## src/opc_defines.vh

```
`ifndef OPC_DEFINES_VH
`define OPC_DEFINES_VH

// Clock rate, 64 bits wide so derived counts cannot overflow
`define OPC_CLK_HZ            64'h000000000EE6B280
// Times in their own units
`define OPC_IDLE_MIN          5
`define OPC_MAINS_LOSS_S      10
`define OPC_LONG_PRESS_S      3
`define OPC_EDIT_WIN_S        10
`define OPC_LAMP_HALF_S       1
`define OPC_REPEAT_MS         500
`define OPC_DEBOUNCE_MS       10
// Derived cycle counts
`define OPC_IDLE_CYC          (`OPC_IDLE_MIN * 60 * `OPC_CLK_HZ)
`define OPC_MAINS_LOSS_CYC    (`OPC_MAINS_LOSS_S * `OPC_CLK_HZ)
`define OPC_LONG_PRESS_CYC    (`OPC_LONG_PRESS_S * `OPC_CLK_HZ)
`define OPC_EDIT_WIN_CYC      (`OPC_EDIT_WIN_S * `OPC_CLK_HZ)
`define OPC_LAMP_HALF_CYC     (`OPC_LAMP_HALF_S * `OPC_CLK_HZ)
`define OPC_REPEAT_CYC        (`OPC_REPEAT_MS * (`OPC_CLK_HZ / 1000))
`define OPC_DEBOUNCE_CYC      (`OPC_DEBOUNCE_MS * (`OPC_CLK_HZ / 1000))
// Lamp test flashes
`define OPC_LAMP_FLASHES      3
// Battery thresholds in millivolts
`define OPC_BATT_LOW_MV       20000
`define OPC_BATT_DROP_MV      2000
// Screen numbers
`define OPC_SCREEN_FIRST      1
`define OPC_SCREEN_LAST       39
// Key index within key vector
`define OPC_KEY_TRIP          0
`define OPC_KEY_CLOSE         1
`define OPC_KEY_NEXT          2
`define OPC_KEY_BACK          3
`define OPC_KEY_RESET         4
`define OPC_KEY_EDIT          5
`define OPC_KEY_TAG           6
`define OPC_NKEYS             7

`endif

```

## src/opc_key.v

```verilog
`timescale 1ns/1ps
// -----------------------------------------------------------------
// Key synchroniser, debounce and hold timer
// -----------------------------------------------------------------
module opc_key #(
	parameter DEB_CYC  = 2500000,
	parameter LONG_CYC = 750000000,
	parameter RPT_CYC  = 125000000
) (
	input  wire ref_clk_i,
	input  wire sys_rst_i,
	input  wire key_i,
	output reg  press_o,
	output reg  short_o,
	output reg  long_o,
	output reg  repeat_o,
	output reg  held_o
);
	reg        sync1;
	reg        sync2;
	reg [31:0] deb_cnt;
	reg [31:0] hold_cnt;
	reg [31:0] rpt_cnt;
	reg        long_done;

	always @(posedge ref_clk_i or posedge sys_rst_i) begin
		if (sys_rst_i) begin
			sync1     <= 1'b0;
			sync2     <= 1'b0;
			deb_cnt   <= 32'h0;
			hold_cnt  <= 32'h0;
			rpt_cnt   <= 32'h0;
			long_done <= 1'b0;
			held_o    <= 1'b0;
			press_o   <= 1'b0;
			short_o   <= 1'b0;
			long_o    <= 1'b0;
			repeat_o  <= 1'b0;
		end else begin
			sync1    <= key_i;
			sync2    <= sync1;
			press_o  <= 1'b0;
			short_o  <= 1'b0;
			long_o   <= 1'b0;
			repeat_o <= 1'b0;
			if (sync2 == held_o) begin
				deb_cnt <= 32'h0;
			end else if (deb_cnt >= DEB_CYC - 1) begin
				deb_cnt <= 32'h0;
				held_o  <= sync2;
				if (sync2) begin
					press_o <= 1'b1;
				end else if (!long_done) begin
					short_o <= 1'b1;
				end
			end else begin
				deb_cnt <= deb_cnt + 32'h1;
			end
			if (!held_o) begin
				hold_cnt  <= 32'h0;
				rpt_cnt   <= 32'h0;
				long_done <= 1'b0;
			end else begin
				if (!long_done && hold_cnt >= LONG_CYC - 1) begin
					long_o    <= 1'b1;
					long_done <= 1'b1;
				end else if (!long_done) begin
					hold_cnt <= hold_cnt + 32'h1;
				end
				if (rpt_cnt >= RPT_CYC - 1) begin
					rpt_cnt  <= 32'h0;
					repeat_o <= 1'b1;
				end else begin
					rpt_cnt <= rpt_cnt + 32'h1;
				end
			end
		end
	end
endmodule

```

## src/opc_timer.v

```verilog
`timescale 1ns/1ps
// -----------------------------------------------------------------
// Restartable countdown, done level when expired
// -----------------------------------------------------------------
module opc_timer #(
	parameter CYC = 1000
) (
	input  wire ref_clk_i,
	input  wire sys_rst_i,
	input  wire restart_i,
	input  wire hold_i,
	output reg  done_o
);
	reg [39:0] cnt;

	always @(posedge ref_clk_i or posedge sys_rst_i) begin
		if (sys_rst_i) begin
			cnt    <= 40'h0;
			done_o <= 1'b0;
		end else if (restart_i || hold_i) begin
			cnt    <= 40'h0;
			done_o <= 1'b0;
		end else if (cnt >= CYC - 1) begin
			done_o <= 1'b1;
		end else begin
			cnt <= cnt + 40'h1;
		end
	end
endmodule

```

## src/opc_panel.v

```verilog
`timescale 1ns/1ps
`include "opc_defines.vh"
// Notes on behaviour
// - After five idle minutes all lamps off except tag and position lamps.
// - Idle state keeps text but drops backlight; any key restores lamps.
// - Health lamp lit only while diagnostics report no fault.
// - Mains lamp on with ac; off after ac absent over ten seconds.
// - Above-pickup lamp lit when any channel current exceeds its minimum trip.
// - Battery lamp when voltage below 20 V or test drop of 2 V.
// - Failed manual battery test latches battery lamp until a passing test.
// - Mechanism fault lamp on failed trip or close; clears at correct state.
// - On overcurrent trip, latch targets of channels above pickup.
// - Targets clear after successful close with auto reset, else by reset key.
// - Each bushing voltage lamp follows its voltage detect input.
// - Closed and open lamps follow sensed mechanism position.
// - Lockout lamp when open with no sequence, or handle down.
// - Trip failure flashes fault, open, closed and lockout lamps.
// - Trip key commands open and lockout.
// - Close key homes sequence and closes after delay; no effect if closed.
// - Close from lockout starts cold load pickup if enabled and unblocked.
// - Next and back step screens; holding next repeats twice per second.
// - Short reset clears targets and currents; long clears only min/max and trip failure.
// - Short edit press opens ten second window for one switch change.
// - Long edit press flashes lamps three times, one second each phase.
// - During lamp test only trip, close and tag keys act.
module opc_panel #(
	parameter IDLE_CYC  = `OPC_IDLE_CYC,
	parameter MAINS_CYC = `OPC_MAINS_LOSS_CYC,
	parameter LONG_CYC  = `OPC_LONG_PRESS_CYC,
	parameter EDIT_CYC  = `OPC_EDIT_WIN_CYC,
	parameter LAMP_CYC  = `OPC_LAMP_HALF_CYC,
	parameter RPT_CYC   = `OPC_REPEAT_CYC,
	parameter DEB_CYC   = `OPC_DEBOUNCE_CYC
) (
	input  wire        ref_clk_i,
	input  wire        sys_rst_i,
	input  wire [6:0]  keys_i,
	input  wire [8:0]  func_sw_i,
	input  wire        diag_fault_i,
	input  wire        ac_sense_i,
	input  wire [4:0]  above_pickup_i,
	input  wire [15:0] batt_mv_i,
	input  wire        batt_test_done_i,
	input  wire        batt_test_pass_i,
	input  wire        batt_test_drop_i,
	input  wire        mech_fail_i,
	input  wire        oc_trip_i,
	input  wire        close_ok_i,
	input  wire        auto_reset_en_i,
	input  wire [2:0]  bush_volt_i,
	input  wire        rec_closed_i,
	input  wire        seq_active_i,
	input  wire        handle_down_i,
	input  wire        trip_fail_i,
	input  wire        cold_load_pickup_en_i,
	input  wire        cold_load_pickup_blocked_i,
	output reg         health_led_o,
	output reg         mains_indicator_o,
	output reg         pickup_led_o,
	output reg         batt_led_o,
	output reg         mechanism_fault_indicator_o,
	output reg  [4:0]  target_led_o,
	output reg  [2:0]  bush_led_o,
	output reg         closed_led_o,
	output reg         open_led_o,
	output reg         lockout_led_o,
	output reg         tag_led_o,
	output reg         backlight_o,
	output reg         trip_cmd_o,
	output reg         close_cmd_o,
	output reg         lockout_cmd_o,
	output reg         cold_load_pickup_o,
	output reg  [5:0]  screen_o,
	output reg         clear_fault_amps_o,
	output reg         clear_minmax_o,
	output reg         clear_trip_fail_o,
	output reg         edit_mode_o,
	output reg  [8:0]  func_sw_toggle_o,
	output reg         lamp_test_o
);
	// -----------------------------------------------------------------
	// Input synchronisers
	// -----------------------------------------------------------------
	reg [15:0] sa;
	reg [15:0] sb;
	reg [8:0]  sw_a;
	reg [8:0]  sw_b;
	reg [8:0]  sw_prev;
	always @(posedge ref_clk_i or posedge sys_rst_i) begin
		if (sys_rst_i) begin
			sa   <= 16'h0;
			sb   <= 16'h0;
			sw_a <= 9'h0;
			sw_b <= 9'h0;
		end else begin
			sa   <= {diag_fault_i, ac_sense_i, above_pickup_i, bush_volt_i, rec_closed_i,
				seq_active_i, handle_down_i, trip_fail_i, mech_fail_i, oc_trip_i};
			sb   <= sa;
			sw_a <= func_sw_i;
			sw_b <= sw_a;
		end
	end
	wire       s_diag   = sb[15];
	wire       s_ac     = sb[14];
	wire [4:0] s_pick   = sb[13:9];
	wire [2:0] s_bush   = sb[8:6];
	wire       s_closed = sb[5];
	wire       s_seq    = sb[4];
	wire       s_handle = sb[3];
	wire       s_tfail  = sb[2];
	wire       s_mfail  = sb[1];
	wire       s_octrip = sb[0];

	// -----------------------------------------------------------------
	// Keys
	// -----------------------------------------------------------------
	wire [6:0] k_press;
	wire [6:0] k_short;
	wire [6:0] k_long;
	wire [6:0] k_rpt;
	wire [6:0] k_held;
	genvar g;
	generate
		for (g = 0; g < `OPC_NKEYS; g = g + 1) begin : g_key
			opc_key #(.DEB_CYC(DEB_CYC), .LONG_CYC(LONG_CYC), .RPT_CYC(RPT_CYC)) u_key (
				.ref_clk_i (ref_clk_i),
				.sys_rst_i (sys_rst_i),
				.key_i     (keys_i[g]),
				.press_o   (k_press[g]),
				.short_o   (k_short[g]),
				.long_o    (k_long[g]),
				.repeat_o  (k_rpt[g]),
				.held_o    (k_held[g])
			);
		end
	endgenerate
	wire activity = |(k_press | k_short | k_long | k_rpt);

	// -----------------------------------------------------------------
	// Timers
	// -----------------------------------------------------------------
	wire idle;
	wire mains_gone;
	wire edit_exp;
	reg  lamp_on;
	opc_timer #(.CYC(IDLE_CYC)) u_idle (
		.ref_clk_i (ref_clk_i),
		.sys_rst_i (sys_rst_i),
		.restart_i (activity),
		.hold_i    (1'b0),
		.done_o    (idle)
	);
	opc_timer #(.CYC(MAINS_CYC)) u_mains (
		.ref_clk_i (ref_clk_i),
		.sys_rst_i (sys_rst_i),
		.restart_i (1'b0),
		.hold_i    (s_ac),
		.done_o    (mains_gone)
	);
	opc_timer #(.CYC(EDIT_CYC)) u_edit (
		.ref_clk_i (ref_clk_i),
		.sys_rst_i (sys_rst_i),
		.restart_i (1'b0),
		.hold_i    (!edit_mode_o),
		.done_o    (edit_exp)
	);

	// -----------------------------------------------------------------
	// Lamp test sequencer
	// -----------------------------------------------------------------
	localparam LT_IDLE = 1'b0;
	localparam LT_RUN  = 1'b1;
	reg        lt_state;
	reg [39:0] lt_cnt;
	reg [2:0]  lt_phase;
	wire       lt_busy = (lt_state == LT_RUN);
	always @(posedge ref_clk_i or posedge sys_rst_i) begin
		if (sys_rst_i) begin
			lt_state <= LT_IDLE;
			lt_cnt   <= 40'h0;
			lt_phase <= 3'h0;
			lamp_on  <= 1'b0;
		end else begin
			case (lt_state)
				LT_IDLE: begin
					// long edit press starts lamp test
					if (k_long[`OPC_KEY_EDIT]) begin
						lt_state <= LT_RUN;
						lt_cnt   <= 40'h0;
						lt_phase <= 3'h0;
						lamp_on  <= 1'b1;
					end
				end
				LT_RUN: begin
					// one second on, one second off, three times
					if (lt_cnt >= LAMP_CYC - 1) begin
						lt_cnt   <= 40'h0;
						lt_phase <= lt_phase + 3'h1;
						lamp_on  <= ~lamp_on;
						if (lt_phase == 3'h5) begin
							lt_state <= LT_IDLE;
							lamp_on  <= 1'b0;
						end
					end else begin
						lt_cnt <= lt_cnt + 40'h1;
					end
				end
				default: lt_state <= LT_IDLE;
			endcase
		end
	end
	// next, back, reset and edit keys gated off during lamp test
	wire kp_ok = !lt_busy;

	// -----------------------------------------------------------------
	// Latched status
	// -----------------------------------------------------------------
	reg  [4:0] targets;
	reg        batt_latch;
	reg        mfault;
	reg        tfail_seen;
	reg        flash;
	reg [27:0] flash_cnt;
	wire       is_lockout = (!s_closed && !s_seq) || s_handle;
	always @(posedge ref_clk_i or posedge sys_rst_i) begin
		if (sys_rst_i) begin
			targets    <= 5'h0;
			batt_latch <= 1'b0;
			mfault     <= 1'b0;
			tfail_seen <= 1'b0;
			flash      <= 1'b0;
			flash_cnt  <= 28'h0;
		end else begin
			flash_cnt <= flash_cnt + 28'h1;
			if (flash_cnt == 28'h0)
				flash <= ~flash;
			if (s_octrip)
				targets <= s_pick;
			// auto reset on close or reset key
			else if ((close_ok_i && auto_reset_en_i) || (kp_ok && k_short[`OPC_KEY_RESET]))
				targets <= 5'h0;
			if (batt_test_done_i)
				batt_latch <= !batt_test_pass_i;
			if (s_mfail)
				mfault <= 1'b1;
			else if (s_closed == close_cmd_o)
				mfault <= 1'b0;
			if (s_tfail)
				tfail_seen <= 1'b1;
			else if (kp_ok && k_long[`OPC_KEY_RESET])
				tfail_seen <= 1'b0;
		end
	end

	// -----------------------------------------------------------------
	// Commands, navigation, edit window and outputs
	// -----------------------------------------------------------------
	wire ind_on = !idle;
	reg  edit_used;
	always @(posedge ref_clk_i or posedge sys_rst_i) begin
		if (sys_rst_i) begin
			health_led_o                <= 1'b0;
			mains_indicator_o           <= 1'b0;
			pickup_led_o                <= 1'b0;
			batt_led_o                  <= 1'b0;
			mechanism_fault_indicator_o <= 1'b0;
			target_led_o                <= 5'h0;
			bush_led_o                  <= 3'h0;
			closed_led_o                <= 1'b0;
			open_led_o                  <= 1'b0;
			lockout_led_o               <= 1'b0;
			tag_led_o                   <= 1'b0;
			backlight_o                 <= 1'b1;
			trip_cmd_o                  <= 1'b0;
			close_cmd_o                 <= 1'b0;
			lockout_cmd_o               <= 1'b0;
			cold_load_pickup_o          <= 1'b0;
			screen_o                    <= 6'h01;
			clear_fault_amps_o          <= 1'b0;
			clear_minmax_o              <= 1'b0;
			clear_trip_fail_o           <= 1'b0;
			edit_mode_o                 <= 1'b0;
			func_sw_toggle_o            <= 9'h0;
			lamp_test_o                 <= 1'b0;
			edit_used                   <= 1'b0;
			sw_prev                     <= 9'h0;
		end else begin
			trip_cmd_o         <= 1'b0;
			close_cmd_o        <= close_cmd_o;
			cold_load_pickup_o <= 1'b0;
			clear_fault_amps_o <= 1'b0;
			clear_minmax_o     <= 1'b0;
			clear_trip_fail_o  <= 1'b0;
			func_sw_toggle_o   <= 9'h0;
			sw_prev            <= sw_b;
			lamp_test_o        <= lt_busy;
			if (k_press[`OPC_KEY_TRIP]) begin
				trip_cmd_o    <= 1'b1;
				close_cmd_o   <= 1'b0;
				lockout_cmd_o <= 1'b1;
			// close only when open; delay kept by sequencer
			end else if (k_press[`OPC_KEY_CLOSE] && !s_closed) begin
				close_cmd_o   <= 1'b1;
				lockout_cmd_o <= 1'b0;
				// cold load on press from lockout
				if (is_lockout && cold_load_pickup_en_i && !cold_load_pickup_blocked_i)
					cold_load_pickup_o <= 1'b1;
			end
			if (k_press[`OPC_KEY_TAG])
				tag_led_o <= ~tag_led_o;
			if (kp_ok && (k_press[`OPC_KEY_NEXT] || k_rpt[`OPC_KEY_NEXT]))
				screen_o <= (screen_o == `OPC_SCREEN_LAST) ? 6'h01 : screen_o + 6'h01;
			else if (kp_ok && (k_press[`OPC_KEY_BACK] || k_rpt[`OPC_KEY_BACK]))
				screen_o <= (screen_o == `OPC_SCREEN_FIRST) ? 6'h27 : screen_o - 6'h01;
			if (kp_ok && k_short[`OPC_KEY_RESET])
				clear_fault_amps_o <= 1'b1;
			if (kp_ok && k_long[`OPC_KEY_RESET]) begin
				clear_minmax_o    <= 1'b1;
				clear_trip_fail_o <= 1'b1;
			end
			if (kp_ok && k_short[`OPC_KEY_EDIT]) begin
				edit_mode_o <= 1'b1;
				edit_used   <= 1'b0;
			end else if (edit_exp) begin
				edit_mode_o <= 1'b0;
			end else if (edit_mode_o && !edit_used && |(sw_b & ~sw_prev)) begin
				// Lowest switch only when several rise together
				func_sw_toggle_o <= (sw_b & ~sw_prev) & ~((sw_b & ~sw_prev) - 9'h001);
				edit_used        <= 1'b1;
				edit_mode_o      <= 1'b0;
			end
			backlight_o <= ind_on;
			if (lt_busy) begin
				health_led_o                <= lamp_on;
				mains_indicator_o           <= lamp_on;
				pickup_led_o                <= lamp_on;
				batt_led_o                  <= lamp_on;
				mechanism_fault_indicator_o <= lamp_on;
				target_led_o                <= {5{lamp_on}};
				bush_led_o                  <= {3{lamp_on}};
				closed_led_o                <= lamp_on;
				open_led_o                  <= lamp_on;
				lockout_led_o               <= lamp_on;
			end else begin
				health_led_o      <= ind_on && !s_diag;
				mains_indicator_o <= ind_on && !mains_gone;
				pickup_led_o      <= ind_on && |s_pick;
				batt_led_o <= ind_on && ((batt_mv_i < `OPC_BATT_LOW_MV) || batt_test_drop_i
					|| batt_latch);
				mechanism_fault_indicator_o <= ind_on && (tfail_seen ? flash : mfault);
				target_led_o <= ind_on ? targets : 5'h0;
				bush_led_o   <= ind_on ? s_bush : 3'h0;
				// position lamps stay on when idle
				closed_led_o  <= s_closed && !(tfail_seen && !flash);
				open_led_o    <= !s_closed && !(tfail_seen && !flash);
				lockout_led_o <= ind_on && is_lockout && !(tfail_seen && !flash);
			end
		end
	end
endmodule

```

## config.mk

```make
export PLATFORM = sky130hd
export DESIGN_NAME = opc_panel
export DESIGN_NICKNAME = d
export VERILOG_FILES = /design/src/opc_key.v /design/src/opc_timer.v /design/src/opc_panel.v
export VERILOG_INCLUDE_DIRS = /design/src
export SDC_FILE = /design/constraint.sdc
export NUM_CORES = 2
export LEC_CHECK = 0
export ABC_AREA = 1
export BUFFER_PORTS_ARGS = -buffer_cell sky130_fd_sc_hd__buf_2
export CORE_UTILIZATION = 60
export CTS_BUF_LIST = sky130_fd_sc_hd__clkbuf_8
export CTS_CLUSTER_SIZE = 30
export DETAILED_ROUTE_END_ITERATION = 12
export GPL_TIMING_DRIVEN = 0
export PLACE_DENSITY = 0.82
export SLEW_MARGIN = 20
export SYNTH_ARGS = -nofsm -noshare
export SYNTH_HDL_FRONTEND = slang
export SYNTH_HIERARCHICAL = 1
export SYNTH_SLANG_ARGS = --single-unit
export TNS_END_PERCENT = 100
```

## constraint.sdc

```tcl
create_clock -name ref_clk_i -period 6.4 [get_ports ref_clk_i]
set_input_delay 0.32 -clock ref_clk_i [delete_from_list [all_inputs] [get_ports ref_clk_i]]
set_output_delay 0.32 -clock ref_clk_i [all_outputs]
set_load 0.05 [all_outputs]
```

After elaboration in Yosys (flattened, before gate mapping)
Cells that the tools add are included.

$add $sub $neg: 30. $lt $le $gt $ge: 26. Equal/unequal tests: 39. Muxes and demuxes: 208. Bitwise operators: 18. Reductions and logical operators: 82.

Operators with widths (number): 2-to-1 mux 32 bit (49); adder 32 x 1 -> 32 bit, second input constant (21); 2-to-1 mux 40 bit (8); >= comparator 32 x 22 -> 1 bit, second input constant (7); >= comparator 32 x 27 -> 1 bit, second input constant (7); >= comparator 32 x 30 -> 1 bit, second input constant (7); adder 40 x 1 -> 40 bit, second input constant (4); 2-to-1 mux 1 bit (132); >= comparator 40 x 32 -> 1 bit, second input constant (2); case mux 40 bit (2 select lines) (1); inequality test 2 bit, second input constant (25); >= comparator 40 x 28 -> 1 bit, second input constant (1); >= comparator 40 x 37 -> 1 bit, second input constant (1); AND reduction 2 bit (16); logical AND 1 bit (29); adder 28 x 1 -> 28 bit, second input constant (1); logical NOT 28 bit (1); 2-to-1 mux 9 bit (3); 2-to-1 mux 6 bit (4); bitwise OR 7 bit (3); 2-to-1 mux 5 bit (4); bitwise AND 9 bit (2); logical NOT 1 bit (18); NOT 9 bit (2); other kinds (20) (55).

Register bits after elaboration: 1034. Bits of input ports: 57. Output and inout bits: 42. Word-level logic and storage cells: 524.

Depth between registers and ports, before layout
Depth in word-level cells: 8. Mapped depth: 13. Depth with buffers taken out: 12.

By module
The synthesis kept the hierarchy.

By module, submodules not included: opc_key (times used 7, cells each 862, area an instance 6115.9 um^2, seq. area each 2602.5 um^2); opc_panel (times used 1, cells each 823, area an instance 7857.5 um^2, seq. area each 4581.9 um^2); opc_timer (u_edit ...) (times used 2, cells each 466, area an instance 2879.0 um^2, seq. area each 1026.0 um^2); opc_timer (u_idle) (times used 1, cells each 539, area an instance 3399.5 um^2, seq. area each 1026.0 um^2).

Worst setup path after synthesis
Ideal clock, no wire load.

Path kind: reg2reg. Start: register g_key[5].u_key.short_o. End: register u_idle.cnt[10]. Library setup time: 0.065 ns. Data arrival time: 1.793 ns. Required time: 6.335 ns. Path slack: 4.542 ns. Cell stages (with the launch flop): 11. Cell sequence: dfrtp_1 -> nor4_1 -> nand2_1 -> nor2_1 -> nand4_1 -> nor2_1 -> inv_2 -> clkbuf_1 -> nor2_1 -> nand2_1 -> nand2_1.

Cells in the longest elaborated chain, start to end: 5.

RTL lines: from (decl) (line opc_key.v:14) `output reg short_o,`; from (signal assigned) (line opc_key.v:36) `short_o <= 1'b0;`; from (signal assigned) (line opc_key.v:43) `short_o <= 1'b0;`; from (signal assigned) (line opc_key.v:54) `short_o <= 1'b1;`; bitwise OR 7 bit (*) (3 in series) (line opc_panel.v:137) `wire activity = |(k_press | k_short | k_long | k_rpt);`; OR reduction 7 bit (*) (line opc_panel.v:137); net activity (line opc_panel.v:137); inequality test 2 bit (no source line) / 2-to-1 mux 40 bit (equally long branches); to (signal assigned) (line opc_timer.v:26) `cnt <= cnt + 40'h1;`; to (decl) (line opc_timer.v:14) `reg [39:0] cnt;`.

The timed path passes the listed nets; every way through them passes the cells marked *. A chain may end at the register's enable or synchronous reset.

Worst setup path in the final report
Start: register g_key[2].u_key.press_o. End: register u_idle.cnt[32].

Cells in the longest elaborated chain, start to end: 5.

RTL lines: from (decl) (line opc_key.v:13) `output reg press_o,`; from (signal assigned) (line opc_key.v:35) `press_o <= 1'b0;`; from (signal assigned) (line opc_key.v:42) `press_o <= 1'b0;`; from (signal assigned) (line opc_key.v:52) `press_o <= 1'b1;`; bitwise OR 7 bit (*) (3 in series) (line opc_panel.v:137); OR reduction 7 bit (*) (line opc_panel.v:137); net activity (line opc_panel.v:137); inequality test 2 bit (no source line) / 2-to-1 mux 40 bit (equally long branches).

Marks and branches as above.

==> key figures <==
Status
  – Status: complete, no violations

Global routing
  – GR Layer Usage met3: 0.03898
  – First-pass GRT wire length: approximately 250 mm
  – Overflow after GRT: 0
  – Initial antenna violation count: 1
  – Met2 usage: 0.4864
  – Largest net degree at the start of global routing: around 110
  – Met1 usage: 0.3966
  – Overall routing resource usage: 0.2921
  – Vias in the first global route: about 52,000
  – Most used routing layer in global routing: met2

Routing
  – Vias per inst: about 5.4
  – Initial drt markers: 4,665
  – Antenna Nets Post-Route: 0
  – DRC: 0
  – WL final: about 150 mm
  – Drt pass-1 iters: 8
  – Via Count: 54,560
  – WL/cell: between 10 and 15 um

Worst setup path
  – CP cell instances: nor2_1 -> inv_1 -> nor3_1 -> nand4_1 -> nor2_1 -> inv_2 -> clkbuf_1 -> nor2_1 -> nand2_1 -> nand2_1
  – CP bufs+invs: 3
  – CP Capture Type: flip-flop
  – Crit path required time: 7.18 ns
  – CP top delay family: simple AND/OR/NAND/NOR gates
  – CP peak stage delay: between 0.8 and 0.9 ns
  – Slowest-stage cell, CP: nor3_1
  – WS Path Type: flip-flop to flip-flop
  – CP startpoint kind: flip-flop
  – Critical path peak fanout: 10
  – Arr. time, crit path: about 4.6 ns
  – Most Frequent Cell on Critical Path: nor2_1

Layout
  – Area grow syn2layout: 12.02%
  – Final #Nets: about 8,800
  – Layout cell share with drive strength beyond 1: 0.09812
  – Final Non-Filler Cells: a little over 10,000
  – Post-route cell area: 0.06702 mm^2

Synthesis
  – Share of Yosys cell area claimed by the top area cell type: 0.4317
  – Yosys warnings: 6
  – Synthesized area: approximately 0.06 mm^2
  – Post-synth EDFFs: 0
  – Yosys cell types: between 50 and 60
  – Mean post-synth cell area: a little over 7 um^2
  – Synth Register Bits: between 1,000 and 1,500
  – Ys async rst share: 1.000
  – Mapped Cells: roughly 8,300
  – Area contributors post-synth: dfrtp_1 43%, nand2_1 15%, nor2_1 8.7%
  – Sequential fraction of the synthesis area: 0.4325
  – Yosys top cell by area: dfrtp_1
  – Main flop type after synthesis: dfrtp_1

Floorplan
  – Initial core utilization: 0.6070
  – Die Area: around 0.10 mm^2
  – Die Wd: between 300 and 400 um
  – Std cell rows: 115
  – Die height: 317.8 um
  – Core area: about 0.099 mm^2
  – Top Ports: ~100

STA
  – Min Tclk post-route: 3.796 ns
  – Worst slew pin tran: ~1.1 ns
  – Slew headroom: 0.2794
  – RSZ-0062 raised after global routing: false
  – Final setup violation count: 0
  – Final cycle utilization of the critical path: 0.5931
  – Final Hold Vio Count: 0
  – Slew Viols, Final: 0
  – Clock skew: between 0.03 and 0.04 ns
  – FMAX: 263.4 MHz

Clock tree
  – Hold_buf cts: 41
  – CTS tree: done
  – Root buf cell: clkbuf_8
  – Clock tree buffer depth: 3
  – Clock Sinks: slightly above 1,000
  – Post-CTS Setup Bufs: 0
  – TritonCTS buffer count: 171
  – Number of H-tree levels: 4
  – # resized after CTS: 0
  – Worst-path clk slew: about 0.070 ns
  – Clk_lat worst skew: approximately 0.85 ns

Run
  – Max cap viols: 0

Placed design
  – Placed standard-cell area: about 0.063 mm^2
  – DP Wirelength: ~110 mm
  – Placed insts: 9,819
  – GP Congestion: around 0.99
  – Port buffer count: 93

Hold path
  – Hold WC Path Type: input port to flip-flop

Pwr
  – Worst vdd rail ir drop: about 0.17 mV
  – Pleak: ~31 nW
  – Power Dens Cells: between 200 and 250 mW/mm^2
  – Total power: 0.01420 W
cells in the final DEF, fill, tap and decap left out, types with 48 or more instances in the layout:
cell type  synthesis  final
nor3_1           136    136
nand2_1         2329   2329
nand3_1          816    816
nor2_4            48     48
buf_6             50     50
conb_1             8    108
xnor2_1           73     73
inv_1           1021   1045
nand2_2           60     60
o21ai_0          141    141
a21oi_1           99     99
clkbuf_8           0    216
clkbuf_1          85     85
xor2_1           181    181
nand4_1          283    283
buf_2             48    141
nor2_1          1384   1384
dfrtp_1         1032   1032
nor2_2            85     85
through the flow:
step	setup TNS (ns)	hold WS (ns)	util	setup slack (ns)
final	0	0.1226	0.6799	2.604
after detailed placement	0	0.3355	0.6352	2.764
after global routing	0	0.08625	0.6799	2.485
after floorplan	0	0.3312	-	1.111
after CTS	0	0.04514	0.6799	2.734
after global placement	-215.20	0.3329	0.6319	-1.213
worst paths after layout:
check | cells past startpoint | slack [ns] | to | start
min in group asynchronous | 3 | 0.46 | g_key[3].u_key/hold_cnt[6] | sys_rst_i
max in group asynchronous | 4 | 4.85 | sw_b[2] | sys_rst_i
worst max-delay path | 10 | 2.60 | u_idle/cnt[32] | g_key[2].u_key/press_o
worst min-delay path | 2 | 0.12 | sa[10] | above_pickup_i[1]
worst min register to register | 0 | 0.34 | sb[13] | sa[13]
worst max register to register | 10 | 2.60 | u_idle/cnt[32] | g_key[2].u_key/press_o
cells by family (layout without fill, tap and decap cells):
family          count (synthesis)  in the layout  share of synthesized area
fa+ha+maj                      32             32                   0.006692
compound gates                359            359                    0.03371
flops                        1034           1034                     0.4325
xor+xnor                      254            254                    0.03718
simple gates                 5380           5380                     0.4010
buf+inv                      1261           1710                    0.08834
other cells                     8            110                  0.0005020
worst register-to-register path: cells and delay by family, from the launching register on:
family | cells | cell delay (ns)
buffers and inverters | 3 | 0.79
flip-flops | 1 | 0.36
AND/OR/NAND/NOR | 7 | 2.59
metal layers:
metal,part of all wire,vias to the layer above
met5,0,-
met4,0.024,0
met3,0.052,270
met2,0.48,1603
met1,0.45,25640
li1,-,27040
where the power goes:
part,switching [W],internal (W)
clock,0.00271,0.00400
sequential,0.0000816,0.00666
combinational,0.000559,0.000181
registers in the layout, indices dropped and copies added (netlist names), 9 cells and up:
name,flops
g_key.u_key/deb_cnt,224
g_key.u_key/hold_cnt,224
g_key.u_key/rpt_cnt,224
lt_cnt,40
u_edit/cnt,40
u_idle/cnt,40
u_mains/cnt,40
flash_cnt,28
sa,16
sb,16
func_sw_toggle_o,9
sw_a,9
sw_b,9
sw_prev,9
synth_stat cells, types with 17 or more instances:
library cell  count
buf_6            50
nand2_1        2329
nand3b_1         31
nor2_1         1384
or2_2            17
nor3_1          136
a21oi_1          99
nor2_2           85
nand3_1         816
ha_1             32
o21ai_1          35
nand4_1         283
nor2_4           48
nand2_2          60
dfrtp_1        1032
clkbuf_1         85
xor2_1          181
nor3_2           47
buf_2            48
inv_2            18
o21ai_0         141
inv_1          1021
xnor2_1          73
nand3_2          47
nor4_1           39
cell type report:
cell class / instances / area, um^2
clock buffer: 216 / 2973
clock inverter: 88 / 1020
fill: 8235 / 31550
inverter: 1055 / 4025
multi-input combinational: 6133 / 29040
sequential: 1034 / 25880
antenna: 2 / 5.005
timing repair buffer: 145 / 1164
tap: 1287 / 1610
buffer: 206 / 1303
Power figures use the tool's default switching activity.
